==> config.mk <==
export PLATFORM = sky130hd
export DESIGN_NAME = usi_status_irq
export DESIGN_NICKNAME = d
export VERILOG_FILES = /design/src/hdl/usi_pkg.sv /design/src/hdl/usi_status_irq.sv
export SDC_FILE = /design/constraint.sdc
export NUM_CORES = 1
export LEC_CHECK = 0
export ABC_CLOCK_PERIOD_IN_PS = 2450
export BUFFER_PORTS_ARGS = -buffer_cell sky130_fd_sc_hd__buf_2
export CAP_MARGIN = 10
export CORE_AREA = 2 2 39 41
export CTS_CLUSTER_DIAMETER = 120
export DETAILED_ROUTE_END_ITERATION = 6
export DIE_AREA = 0 0 41 43
export PLACE_DENSITY_LB_ADDON = 0.05
export SLEW_MARGIN = 20
export SYNTH_ARGS = -nofsm -noshare
export SYNTH_HDL_FRONTEND = slang
export SYNTH_SLANG_ARGS = --single-unit
==> constraint.sdc <==
create_clock -name MCLK_I -period 2.45 [get_ports MCLK_I]
set_input_delay 0.3675 -clock MCLK_I [delete_from_list [all_inputs] [get_ports MCLK_I]]
set_output_delay 0.3675 -clock MCLK_I [all_outputs]
set_load 0.03 [all_outputs]
==> src/hdl/usi_pkg.sv <==
// Constants shared by the serial status and interrupt-enable slice
`default_nettype none
package usi_pkg;
  // Frame format widths
  localparam int unsigned DATA_BITS_8 = 8;
  localparam int unsigned DATA_BITS_9 = 9;
  // Reset values of status and enable bits
  localparam logic RST_NINTH = 1'h0;
  localparam logic RST_TX_ACTIVE = 1'h0;
  localparam logic RST_IRQ_EN = 1'h0;
  localparam logic RST_ERR_SUM = 1'h0;
  // Bit positions within the error flag vector
  localparam int unsigned ERR_PARITY = 0;
  localparam int unsigned ERR_FRAMING = 1;
  localparam int unsigned ERR_OVERRUN = 2;
  localparam int unsigned ERR_COUNT = 3;
  // Transmit tracker states, Gray coded
  typedef enum logic [1:0] {
    USI_TX_IDLE = 2'h0,
    USI_TX_SHIFT = 2'h1,
    USI_TX_LAST = 2'h3
  } usi_tx_e;
endpackage
`default_nettype wire

==> src/hdl/usi_status_irq.sv <==
// Status flags and interrupt enables of the serial port
`timescale 1ns/1ps
`default_nettype none
module usi_status_irq (
  // Clock and reset
  input wire logic MCLK_I,
  input wire logic SRST_I,
  // Receive side
  input wire logic NINE_BIT_MODE_I,
  input wire logic RX_CHAR_DONE_I,
  input wire logic RX_BIT8_I,
  input wire logic RX_FULL_FLAG_I,
  input wire logic PARITY_ERR_FLAG_I,
  input wire logic FRAMING_ERR_FLAG_I,
  input wire logic OVERRUN_ERR_FLAG_I,
  // Transmit side
  input wire logic TX_START_I,
  input wire logic TX_LAST_BIT_I,
  input wire logic TX_BIT_DONE_I,
  input wire logic TX_MORE_I,
  input wire logic TX_EMPTY_I,
  // Enable writes from software
  input wire logic EN_WR_I,
  input wire logic TX_EMPTY_IRQ_EN_I,
  input wire logic RX_FULL_IRQ_EN_I,
  input wire logic RX_ERR_IRQ_EN_I,
  // Status back to software
  output logic RX_NINTH_BIT_O,
  output logic TX_ACTIVE_FLAG_O,
  output logic RX_ERROR_SUMMARY_O,
  output logic TX_EMPTY_IRQ_EN_O,
  output logic RX_FULL_IRQ_EN_O,
  output logic RX_ERR_IRQ_EN_O,
  // Interrupt requests
  output logic TX_EMPTY_IRQ_O,
  output logic RX_FULL_IRQ_O,
  output logic RX_ERR_IRQ_O
);

  // Tracker state and its next value
  usi_pkg::usi_tx_e tx_state;
  usi_pkg::usi_tx_e next_tx_state;
  // Error flags gathered at their fixed positions
  logic [usi_pkg::ERR_COUNT-1:0] err_flags;

  assign err_flags[usi_pkg::ERR_PARITY] = PARITY_ERR_FLAG_I;
  assign err_flags[usi_pkg::ERR_FRAMING] = FRAMING_ERR_FLAG_I;
  assign err_flags[usi_pkg::ERR_OVERRUN] = OVERRUN_ERR_FLAG_I;

  // Capture decode, shared by the flag and its checks
  function automatic logic ninth_take(input logic done, input logic nine);
    return done & nine;
  endfunction

  // Ninth bit captured per character in nine-bit mode; held otherwise so software sees the last one
  always_ff @(posedge MCLK_I) begin
    if (SRST_I) begin
      RX_NINTH_BIT_O <= usi_pkg::RST_NINTH;
    end else if (ninth_take(RX_CHAR_DONE_I, NINE_BIT_MODE_I)) begin
      RX_NINTH_BIT_O <= RX_BIT8_I;
    end
  end

  // Transmit tracker: idle, shifting, final bit of the last frame
  always_comb begin
    next_tx_state = tx_state;
    unique case (tx_state)
      usi_pkg::USI_TX_IDLE: begin
        if (TX_START_I) begin
          next_tx_state = usi_pkg::USI_TX_SHIFT;
        end
      end
      usi_pkg::USI_TX_SHIFT: begin
        if (TX_LAST_BIT_I && !TX_MORE_I) begin
          next_tx_state = usi_pkg::USI_TX_LAST;
        end
      end
      usi_pkg::USI_TX_LAST: begin
        // A back-to-back frame keeps the flag up without a gap
        if (TX_MORE_I || TX_START_I) begin
          next_tx_state = usi_pkg::USI_TX_SHIFT;
        end else if (TX_BIT_DONE_I) begin
          next_tx_state = usi_pkg::USI_TX_IDLE;
        end
      end
      default: begin
        next_tx_state = usi_pkg::USI_TX_IDLE;
      end
    endcase
  end

  // State register and flag from flip-flops
  always_ff @(posedge MCLK_I) begin
    if (SRST_I) begin
      tx_state <= usi_pkg::USI_TX_IDLE;
      TX_ACTIVE_FLAG_O <= usi_pkg::RST_TX_ACTIVE;
    end else begin
      tx_state <= next_tx_state;
      TX_ACTIVE_FLAG_O <= (next_tx_state != usi_pkg::USI_TX_IDLE);
    end
  end

  // Summary follows the three error flags with one cycle of latency
  always_ff @(posedge MCLK_I) begin
    if (SRST_I) begin
      RX_ERROR_SUMMARY_O <= usi_pkg::RST_ERR_SUM;
    end else begin
      RX_ERROR_SUMMARY_O <= |err_flags;
    end
  end

  // Enable bits written by software
  always_ff @(posedge MCLK_I) begin
    if (SRST_I) begin
      TX_EMPTY_IRQ_EN_O <= usi_pkg::RST_IRQ_EN;
      RX_FULL_IRQ_EN_O <= usi_pkg::RST_IRQ_EN;
      RX_ERR_IRQ_EN_O <= usi_pkg::RST_IRQ_EN;
    end else if (EN_WR_I) begin
      TX_EMPTY_IRQ_EN_O <= TX_EMPTY_IRQ_EN_I;
      RX_FULL_IRQ_EN_O <= RX_FULL_IRQ_EN_I;
      RX_ERR_IRQ_EN_O <= RX_ERR_IRQ_EN_I;
    end
  end

  // Level requests, combinational so they drop the cycle a source, the registered error summary or an enable falls
  assign TX_EMPTY_IRQ_O = TX_EMPTY_IRQ_EN_O & TX_EMPTY_I;
  assign RX_FULL_IRQ_O = RX_FULL_IRQ_EN_O & RX_FULL_FLAG_I;
  assign RX_ERR_IRQ_O = RX_ERR_IRQ_EN_O & RX_ERROR_SUMMARY_O;

  a_ninth_capture: assert property (@(posedge MCLK_I) disable iff (SRST_I)
    ninth_take(RX_CHAR_DONE_I, NINE_BIT_MODE_I) |=> RX_NINTH_BIT_O == $past(RX_BIT8_I))
    else $error("ninth bit not captured");

  a_ninth_hold: assert property (@(posedge MCLK_I) disable iff (SRST_I)
    !ninth_take(RX_CHAR_DONE_I, NINE_BIT_MODE_I) |=> $stable(RX_NINTH_BIT_O))
    else $error("ninth bit changed without a character");

  a_tx_start_flag: assert property (@(posedge MCLK_I) disable iff (SRST_I)
    tx_state == usi_pkg::USI_TX_IDLE && TX_START_I |=> TX_ACTIVE_FLAG_O)
    else $error("transmit flag not set on start");

  a_tx_idle_flag: assert property (@(posedge MCLK_I) disable iff (SRST_I)
    TX_ACTIVE_FLAG_O == (tx_state != usi_pkg::USI_TX_IDLE))
    else $error("transmit flag disagrees with tracker");

  a_tx_clear_end: assert property (@(posedge MCLK_I) disable iff (SRST_I)
    $fell(TX_ACTIVE_FLAG_O) |-> $past(tx_state == usi_pkg::USI_TX_LAST && TX_BIT_DONE_I))
    else $error("transmit flag cleared before last bit");

  a_tx_empty_irq: assert property (@(posedge MCLK_I) disable iff (SRST_I)
    TX_EMPTY_IRQ_O == (TX_EMPTY_IRQ_EN_O && TX_EMPTY_I))
    else $error("transmit empty request wrong");

  a_rx_full_irq: assert property (@(posedge MCLK_I) disable iff (SRST_I)
    EN_WR_I && RX_FULL_IRQ_EN_I ##1 RX_FULL_FLAG_I |-> RX_FULL_IRQ_O)
    else $error("receive full request missing");

  a_err_irq_path: assert property (@(posedge MCLK_I) disable iff (SRST_I)
    RX_ERR_IRQ_EN_O && $past(|err_flags) |-> RX_ERR_IRQ_O)
    else $error("receive error request missing");

  a_err_summary: assert property (@(posedge MCLK_I) disable iff (SRST_I)
    (PARITY_ERR_FLAG_I || FRAMING_ERR_FLAG_I || OVERRUN_ERR_FLAG_I) |=> RX_ERROR_SUMMARY_O)
    else $error("error summary not set");

  a_err_clear: assert property (@(posedge MCLK_I) disable iff (SRST_I)
    !(PARITY_ERR_FLAG_I || FRAMING_ERR_FLAG_I || OVERRUN_ERR_FLAG_I) |=> !RX_ERROR_SUMMARY_O)
    else $error("error summary not cleared");

  a_irq_level_drop: assert property (@(posedge MCLK_I) disable iff (SRST_I)
    !RX_FULL_IRQ_EN_O || !RX_FULL_FLAG_I |-> !RX_FULL_IRQ_O)
    else $error("receive full request stuck");

  // Reset, enable-write, transmit-flag and level checks
  a_reset_quiet: assert property (@(posedge MCLK_I)
    SRST_I |=> !TX_ACTIVE_FLAG_O && !RX_ERROR_SUMMARY_O && !RX_NINTH_BIT_O)
    else $error("status not cleared by reset");

  a_reset_irq_off: assert property (@(posedge MCLK_I)
    SRST_I |=> !TX_EMPTY_IRQ_O && !RX_FULL_IRQ_O && !RX_ERR_IRQ_O)
    else $error("request raised after reset");

  a_tx_en_write: assert property (@(posedge MCLK_I) disable iff (SRST_I)
    EN_WR_I |=> TX_EMPTY_IRQ_EN_O == $past(TX_EMPTY_IRQ_EN_I))
    else $error("transmit empty enable not written");

  a_rx_en_write: assert property (@(posedge MCLK_I) disable iff (SRST_I)
    EN_WR_I |=> RX_FULL_IRQ_EN_O == $past(RX_FULL_IRQ_EN_I))
    else $error("receive full enable not written");

  a_err_en_write: assert property (@(posedge MCLK_I) disable iff (SRST_I)
    EN_WR_I |=> RX_ERR_IRQ_EN_O == $past(RX_ERR_IRQ_EN_I))
    else $error("receive error enable not written");

  a_en_hold: assert property (@(posedge MCLK_I) disable iff (SRST_I)
    !EN_WR_I |=> $stable({TX_EMPTY_IRQ_EN_O, RX_FULL_IRQ_EN_O, RX_ERR_IRQ_EN_O}))
    else $error("enable changed without a write");

  a_tx_shift_flag: assert property (@(posedge MCLK_I) disable iff (SRST_I)
    tx_state == usi_pkg::USI_TX_SHIFT |=> TX_ACTIVE_FLAG_O)
    else $error("transmit flag dropped while shifting");

  a_tx_last_hold: assert property (@(posedge MCLK_I) disable iff (SRST_I)
    tx_state == usi_pkg::USI_TX_LAST && !TX_BIT_DONE_I |=> TX_ACTIVE_FLAG_O)
    else $error("transmit flag dropped during last bit");

  a_rx_full_level: assert property (@(posedge MCLK_I) disable iff (SRST_I)
    RX_FULL_IRQ_O == (RX_FULL_IRQ_EN_O && RX_FULL_FLAG_I))
    else $error("receive full request wrong");

  a_err_irq_level: assert property (@(posedge MCLK_I) disable iff (SRST_I)
    RX_ERR_IRQ_O == (RX_ERR_IRQ_EN_O && RX_ERROR_SUMMARY_O))
    else $error("receive error request wrong");

endmodule
`default_nettype wire

* Word level (Yosys, flattened, before mapping)
Cells that the tools add are included.
** Cells by class
- Equal/unequal tests :: 2
- Muxes and demuxes :: 5
- Bitwise logic cells :: 4
- Reduce and logical (&&, ||, !) cells :: 6
** Operators with widths (number)
- two-way mux 2 bit :: 4
- case mux 2 bit (3 select lines) :: 1
- AND 1 bit :: 4
- OR reduction 3 bit :: 1
- equality test 2 x 1 -> 1 bit (second input constant) :: 1
- equality test 2 bit (second input constant) :: 1
- logical NOT 2 bit :: 1
- nonzero test 2 bit :: 1
- logical AND 1 bit :: 1
- logical NOT 1 bit :: 1
- logical OR 1 bit :: 1
** Word-level totals
- Bits in registers :: 8
- Input bits :: 18
- Output and inout port bits :: 9

* Logic depth before layout (Yosys ltp)
Gate-level depths: netlist (run 1).
- Word-level depth :: 5
- Gate-level depth with buffers :: 2
- Mapped depth without buffers :: 2

* Worst setup path after synthesis (run 1)
No wires, ideal clock.
- Kind :: flip-flop to output port
- From :: reg RX_ERR_IRQ_EN_O
- To :: out RX_ERR_IRQ_O
- Arrival :: 0.844 ns
- Required time :: 2.082 ns
- Setup slack :: 1.238 ns
- Cell stages (with the launch flop) :: 2
- Cells stage by stage :: dfxtp_1 -> and2_1
** Between the ends
- Cells in the longest elaborated chain, start to end :: 1
** Ends and longest elaborated chain
- from (decl) :: RTL line usi_status_irq.sv:33 : output logic RX_ERR_IRQ_EN_O,
- from (signal assigned) :: RTL line usi_status_irq.sv:117 : RX_ERR_IRQ_EN_O <= usi_pkg::RST_IRQ_EN;
- AND 1 bit :: RTL line usi_status_irq.sv:128 : assign RX_ERR_IRQ_O = RX_ERR_IRQ_EN_O & RX_ERROR_SUMMARY_O;
- to (decl) :: RTL line usi_status_irq.sv:37 : output logic RX_ERR_IRQ_O
Every way passes these cells.

* Worst setup path after layout (run 1)
- From :: reg RX_FULL_IRQ_EN_O
- To :: out RX_FULL_IRQ_O
** Between the ends
- Cells in the longest elaborated chain, start to end :: 1
** Ends and longest elaborated chain
- from (decl) :: RTL line usi_status_irq.sv:32 : output logic RX_FULL_IRQ_EN_O,
- from (signal assigned) :: RTL line usi_status_irq.sv:116 : RX_FULL_IRQ_EN_O <= usi_pkg::RST_IRQ_EN;
- AND 1 bit :: RTL line usi_status_irq.sv:127 : assign RX_FULL_IRQ_O = RX_FULL_IRQ_EN_O & RX_FULL_FLAG_I;
- to (decl) :: RTL line usi_status_irq.sv:36 : output logic RX_FULL_IRQ_O,
Every way passes these cells.

==> results.txt, run 1 <==
Via Count: 319
CTS Buf Count: 3
TritonCTS clock tree: built
Top-area cell type share of the netlist area: 51.0%
Ranking of synthesized cells by area: dfxtp_1, mux2i_1, and2_1
Worst Setup End Kind: primary output
Pre-CTS setup slack: 1.15 ns
H-tree levels: 1
Yosys cell types: 14
Final critical-path required period: 1.25 ns
Layout-stage area growth over the synthesis result: 55.0%
CP max FO: 3
Detail Placement HPWL: 537 µm
Max-cap violations: 0
Syn_nets: 48
All-Layer GR Usage: 7.35%
Worst Setup SP: RX_FULL_IRQ_EN_O
Cell with the most instances after synthesis: dfxtp_1
Max Freq: 799 MHz
Final Max Tran Viols: 0
Port bufs: 26
Critical-path top delay cell: dfxtp_1
Clk sinks: 8
Tcrit/Tclk final: 51.1%
Pwr dens: 594 mW/mm²
Mux cell area share after synthesis: 9.56%
Most used DFF post-synth: dfxtp_1
Critical Path, Cell by Cell: and2_1, buf_2
Yosys warning count: 0
Initial core utilization: 22.7%
Peak supply drop: 227 µV
Post-Syn Instances: 30
Post-Syn Area: 314 µm²
Routability cong.: 0.579
Gr ovfl total: 0
Number of diodes: 0
R2r setup slk: 1.27 ns
Simple-gate share of the synthesized area: 23.1%
Wire per inst: 8.63 µm
Root Buffer: clkbuf_4
Drt via density: 4.25
Number of global-route vias before repair: 233
# setup viols final: 0
CP Buf/Inv Count: 1
Worst-Margin Slew: 0.365 ns
Hold buffer count at CTS: 0
Leak: 0.247 nW
Core area: 0.00138 mm²
Die area: 0.00176 mm²
Clock Pin Slew Worst Setup and Hold Paths: 0.05 ns
Io pins: 27
Resize count post-CTS: 0
Reg2reg end: tx_state[1]
Worst Reg-to-Reg Cells: 2
Crit Path Category: reg -> out
Worst path top cell family by delay: flip-flops
Initial antenna violation count: 0
Status: finished clean
Register bit count reported by yosys: 8
Post-route setup TNS: 0 ns
Filler cells: 150
Clk_lat worst skew: 0.24 ns
Final worst setup slack: 1.20 ns
Post-route antenna net violation count: 0
Share of cells above drive strength 1: 52.5%
Multi-input logic area: 150 µm²
Post-CTS Setup Repair Bufs: 0
Drt first pass iters: 1
Worst path arrival time: 0.88 ns
Largest net degree at the start of global routing: 9
Peak per-stage delay on the critical path: 0.34 ns
Starting DRT DRC Count: 0
First-pass GRT wire length: 834 µm
Final wirelength: 647 µm
Synth Area in XOR/XNOR: 0%
Sequential fraction of the synthesis area: 51.0%
Cell depth of the worst setup path: 2
Post-synth top cells: dfxtp_1, nor2_1, and2_1, mux2i_1, a2111oi_0
CTS Buffer Depth: 2
RSZ-0062 raised after global routing: no
Final hold viol count: 0
Register Area: 160 µm²
Fin nets: 79
Area leader, netlist: dfxtp_1
Max Clock Skew: 0.00235 ns
Syn avg cell area: 10.5 µm²
FP Rows: 14
EDFF count, synth: 0
Critical Path RT: 2.08 ns
Die W: 41 µm
CP endpoint: RX_FULL_IRQ_O
CP startpoint kind: flop
Synth Area in Adders: 0%
Fraction of registers with async set/reset: 0%
Die Y: 43 µm
Critical R2R Launch: tx_state[1]
Number of remaining DRC errors: 0
Hold WC Path Type: in -> reg
Relative slew slack: 75.0%
Post-synthesis compound-gate area fraction: 15.1%
Largest family of logic cells by synthesized area: simple AND/OR/NAND/NOR gates
-- stage by stage --
| step | hold slack (ns) | cell area, µm² | utilization, % | std cells | power [W] |
|---|---|---|---|---|---|
| CTS | 0.304 | 487 | 35.2 | 75 | 0.000296 |
| global placement | 0.501 | 464 | 33.5 | 72 | 0.000198 |
| detailed placement | 0.500 | 464 | 33.5 | 72 | 0.000198 |
| floorplan | 0.436 | 314 | - | 30 | 0.000172 |
| global route | 0.313 | 487 | 35.2 | 75 | 0.000306 |
| finish | 0.313 | 487 | 35.2 | 75 | 0.000289 |
-- worst min-delay path by stage --
stage	startpoint	endpoint	slack (ns)	depth (start not counted)
floorplan	SRST_I	tx_state[1]	0.44	1
global placement	tx_state[0]	tx_state[1]	0.50	2
detailed placement	tx_state[0]	tx_state[1]	0.50	2
CTS	TX_MORE_I	tx_state[1]	0.30	2
global route	TX_MORE_I	tx_state[1]	0.31	2
finish	TX_MORE_I	tx_state[1]	0.31	2
-- worst reg2reg max path, stage by stage, from the launching register on --
cell and delay (ns):
dfxtp_1 0.37, or3b_1 0.37, a2111oi_2 0.34
-- registers in the layout, summed over array words and instances, names as in the netlist --
register,count
TX_ACTIVE_FLAG_O,1
RX_FULL_IRQ_EN_O,1
RX_ERROR_SUMMARY_O,1
RX_NINTH_BIT_O,1
TX_EMPTY_IRQ_EN_O,1
tx_state,2
RX_ERR_IRQ_EN_O,1
-- cell type report --
type                       count  area share [%]
sequential                     8            32.9
multi-input combinational     21            30.8
timing repair buffer          26            26.7
clock buffer                   3            4.63
tap                           16            4.11
inverter                       1           0.771
-- placed cells by master (no fill, tap or decap), drive strengths merged --
master | Yosys | final
a21oi | 1 | 1
mux2i | 3 | 3
inv | 1 | 1
nor3 | 1 | 1
nand3 | 1 | 1
buf | 0 | 26
nor2 | 5 | 5
a2111oi | 3 | 3
clkbuf | 0 | 3
or3b | 1 | 1
dfxtp | 8 | 8
nor4bb | 1 | 1
and2 | 3 | 3
a21bo | 1 | 1
nand2b | 1 | 1
-- power breakdown --
group | leakage (nW) | switching [W] | internal, W
clock | 0.0138 | 0.0000390 | 0.0000557
sequential | 0.0663 | 0.00000352 | 0.000138
combinational | 0.167 | 0.0000305 | 0.0000224
-- routing by layer --
metal  global-route usage (%)  wire length, µm
met1                     7.79              266
met2                     10.3              271
met3                     3.66              108
met4                     6.00                0
met5                        0                0
-- kinds of logic (layout without fill, tap and decap cells) --
family / after synthesis / in the layout
flops: 8 / 8
buf+inv: 1 / 30
mux: 3 / 3
simple gates: 13 / 13
compound gates: 5 / 5
Note: power is estimated with default switching activity, not from simulation.
==> run 2: changes to the inputs <==
Settings changed: ABC_CLOCK_PERIOD_IN_PS 2450 to 1000.
Clock period 2.45 ns to 1 ns, I/O delays scaled along.
==> results.txt, run 2 (synthesis results as in run 1) <==
First-pass GRT wire length: 1150 µm
RSZ-0062 raised after global routing: yes
Share of cells above drive strength 1: 72.1%
Crit Path Category: reg -> reg
Max reg flops: 2
All-Layer GR Usage: 9.87%
Max Clock Skew: 0.000187 ns
Hold path start: OVERRUN_ERR_FLAG_I
R2r setup slk: -0.08 ns
Worst-Margin Slew: 0.276 ns
Die W: 41 µm
Detail Placement HPWL: 597 µm
Max Freq: 924 MHz
Worst Setup End Kind: flop
Clk sinks: 8
FP Rows: 14
Fin nets: 81
Post-CTS Setup Repair Bufs: 0
Die Y: 43 µm
Tcrit/Tclk final: 108%
Worst Hold Path EP: RX_ERROR_SUMMARY_O
Logic gate share of total power: 21.3%
WHS Path Cells: 3
Number of remaining DRC errors: 0
CP max FO: 2
Filler cells: 149
Final std cells w/o fill: 77
Critical R2R Launch: tx_state[1]
Wire per inst: 10.3 µm
Drt first pass iters: 2
Most flop-heavy register: tx_state
DP Area: 480 µm²
Relative slew slack: 81.6%
Psw: 0.000219 W
Pwr dens: 1340 mW/mm²
Commonest non-fill, non-tap cells in the layout: buf_2, nor2_1, dfxtp_1, dfxtp_2
Max-cap violations: 0
Clk pwr share: 33.6%
Post-route antenna net violation count: 0
Cell Int Power: 0.000552 W
Gr ovfl total: 0
Core area: 0.00138 mm²
Drt via density: 4.44
H-tree levels: 1
Final critical-path required period: 1.08 ns
Number of global-route vias before repair: 290
Failing checks: negative setup slack
TritonCTS clock tree: built
Critical Path RT: 1.16 ns
Initial antenna violation count: 0
Io pins: 27
Switching part of the total power: 28.4%
Reg2reg end: tx_state[1]
Leak: 0.278 nW
Die area: 0.00176 mm²
Final wirelength: 794 µm
Hold WS: 0.102 ns
Largest net degree at the start of global routing: 9
Final worst setup slack: -0.0826 ns
Seq pwr share: 45.1%
# setup viols final: 1
Layout-stage area growth over the synthesis result: 83.3%
CTS Buffer Depth: 2
Routability cong.: 0.700
Root Buffer: clkbuf_4
Number of diodes: 0
Worst Reg-to-Reg Cells: 2
Peak supply drop: 582 µV
Status: finished, violations left
Final Max Tran Viols: 0
Port bufs: 26
Via Count: 342
Initial core utilization: 22.7%
CTS Buf Count: 3
CP startpoint kind: flop
Cell Count Post-Placement: 74
Hold WC Path Type: in -> reg
Worst path arrival time: 1.24 ns
Clock Pin Slew Worst Setup and Hold Paths: 0.06 ns
Clk_lat worst skew: 0.26 ns
Starting DRT DRC Count: 5
Final hold viol count: 0
Post-route cell area: 576 µm²
Most common cell after layout, fill and taps aside: buf_2
run 2: changes by cell type in the layout (fill, tap and decap cells not counted), sizes merged:
cell	change
buf	+2
run 2: metal layers:
layer  global-route usage (%)  vias to the layer above  share of wire [%]
li1                         -                      171                  -
met1                     13.0                      153                 41
met2                     13.4                       18                 46
met3                     3.14                        0                 12
met4                     6.00                        0                  0
met5                        0                        -                  0
run 2: area by class of cell:
class                   count  area (µm²)  share of cell area [%]
inverters                   1        3.75                   0.652
well taps                  16        20.0                    3.48
flip-flops and latches      8         165                    28.7
clock buffers               3        22.5                    3.91
multi-input cells          21         200                    34.8
repair buffers             28         164                    28.5
run 2: critical path, cell delays in order, from the launching register on:
cell and delay [ns]:
dfxtp_2 0.32, or3b_4 0.38, a2111oi_4 0.28
run 2: how the worst max path moves through the flow:
stage | depth (start not counted) | startpoint | endpoint
2_1_floorplan | 2 | tx_state[1] | tx_state[1]
4_1_cts | 2 | tx_state[1] | tx_state[1]
3_5_place_dp | 2 | tx_state[1] | tx_state[1]
5_1_grt | 2 | tx_state[1] | tx_state[1]
3_3_place_gp | 2 | tx_state[1] | tx_state[1]
6_report | 2 | tx_state[1] | tx_state[1]
run 2: timing repair:
item                                    in CTS  in global routing
gates resized for setup                     17                  3
hold buffers                                 0                  0
gates cloned                                 0                  0
hold endpoints to repair                     0                  0
endpoints found under the setup margin       5                  6
pin swaps                                    1                  1
run 2: through the flow:
stage               utilization (%)  setup TNS (ns)  total power [W]  setup WS [ns]
floorplan                         -         -0.0476         0.000422        -0.0476
global placement               34.7         -0.0450         0.000490        -0.0434
detailed placement             34.7         -0.0880         0.000491        -0.0880
CTS                            40.1          -0.101         0.000774         -0.100
global route                   41.6          -0.212         0.000817         -0.127
finish                         41.6         -0.0826         0.000771        -0.0826
run 2: power by group through the flow:
| stage | combinational [W] | sequential (W) | clock, W |
|---|---|---|---|
| 5_1_grt | 0.000180 | 0.000350 | 0.000287 |
| 3_3_place_gp | 0.000138 | 0.000353 | 0 |
| 6_report | 0.000164 | 0.000348 | 0.000259 |
| 3_5_place_dp | 0.000137 | 0.000353 | 0 |
| 2_1_floorplan | 0.0000391 | 0.000383 | 0 |
| 4_1_cts | 0.000157 | 0.000348 | 0.000269 |
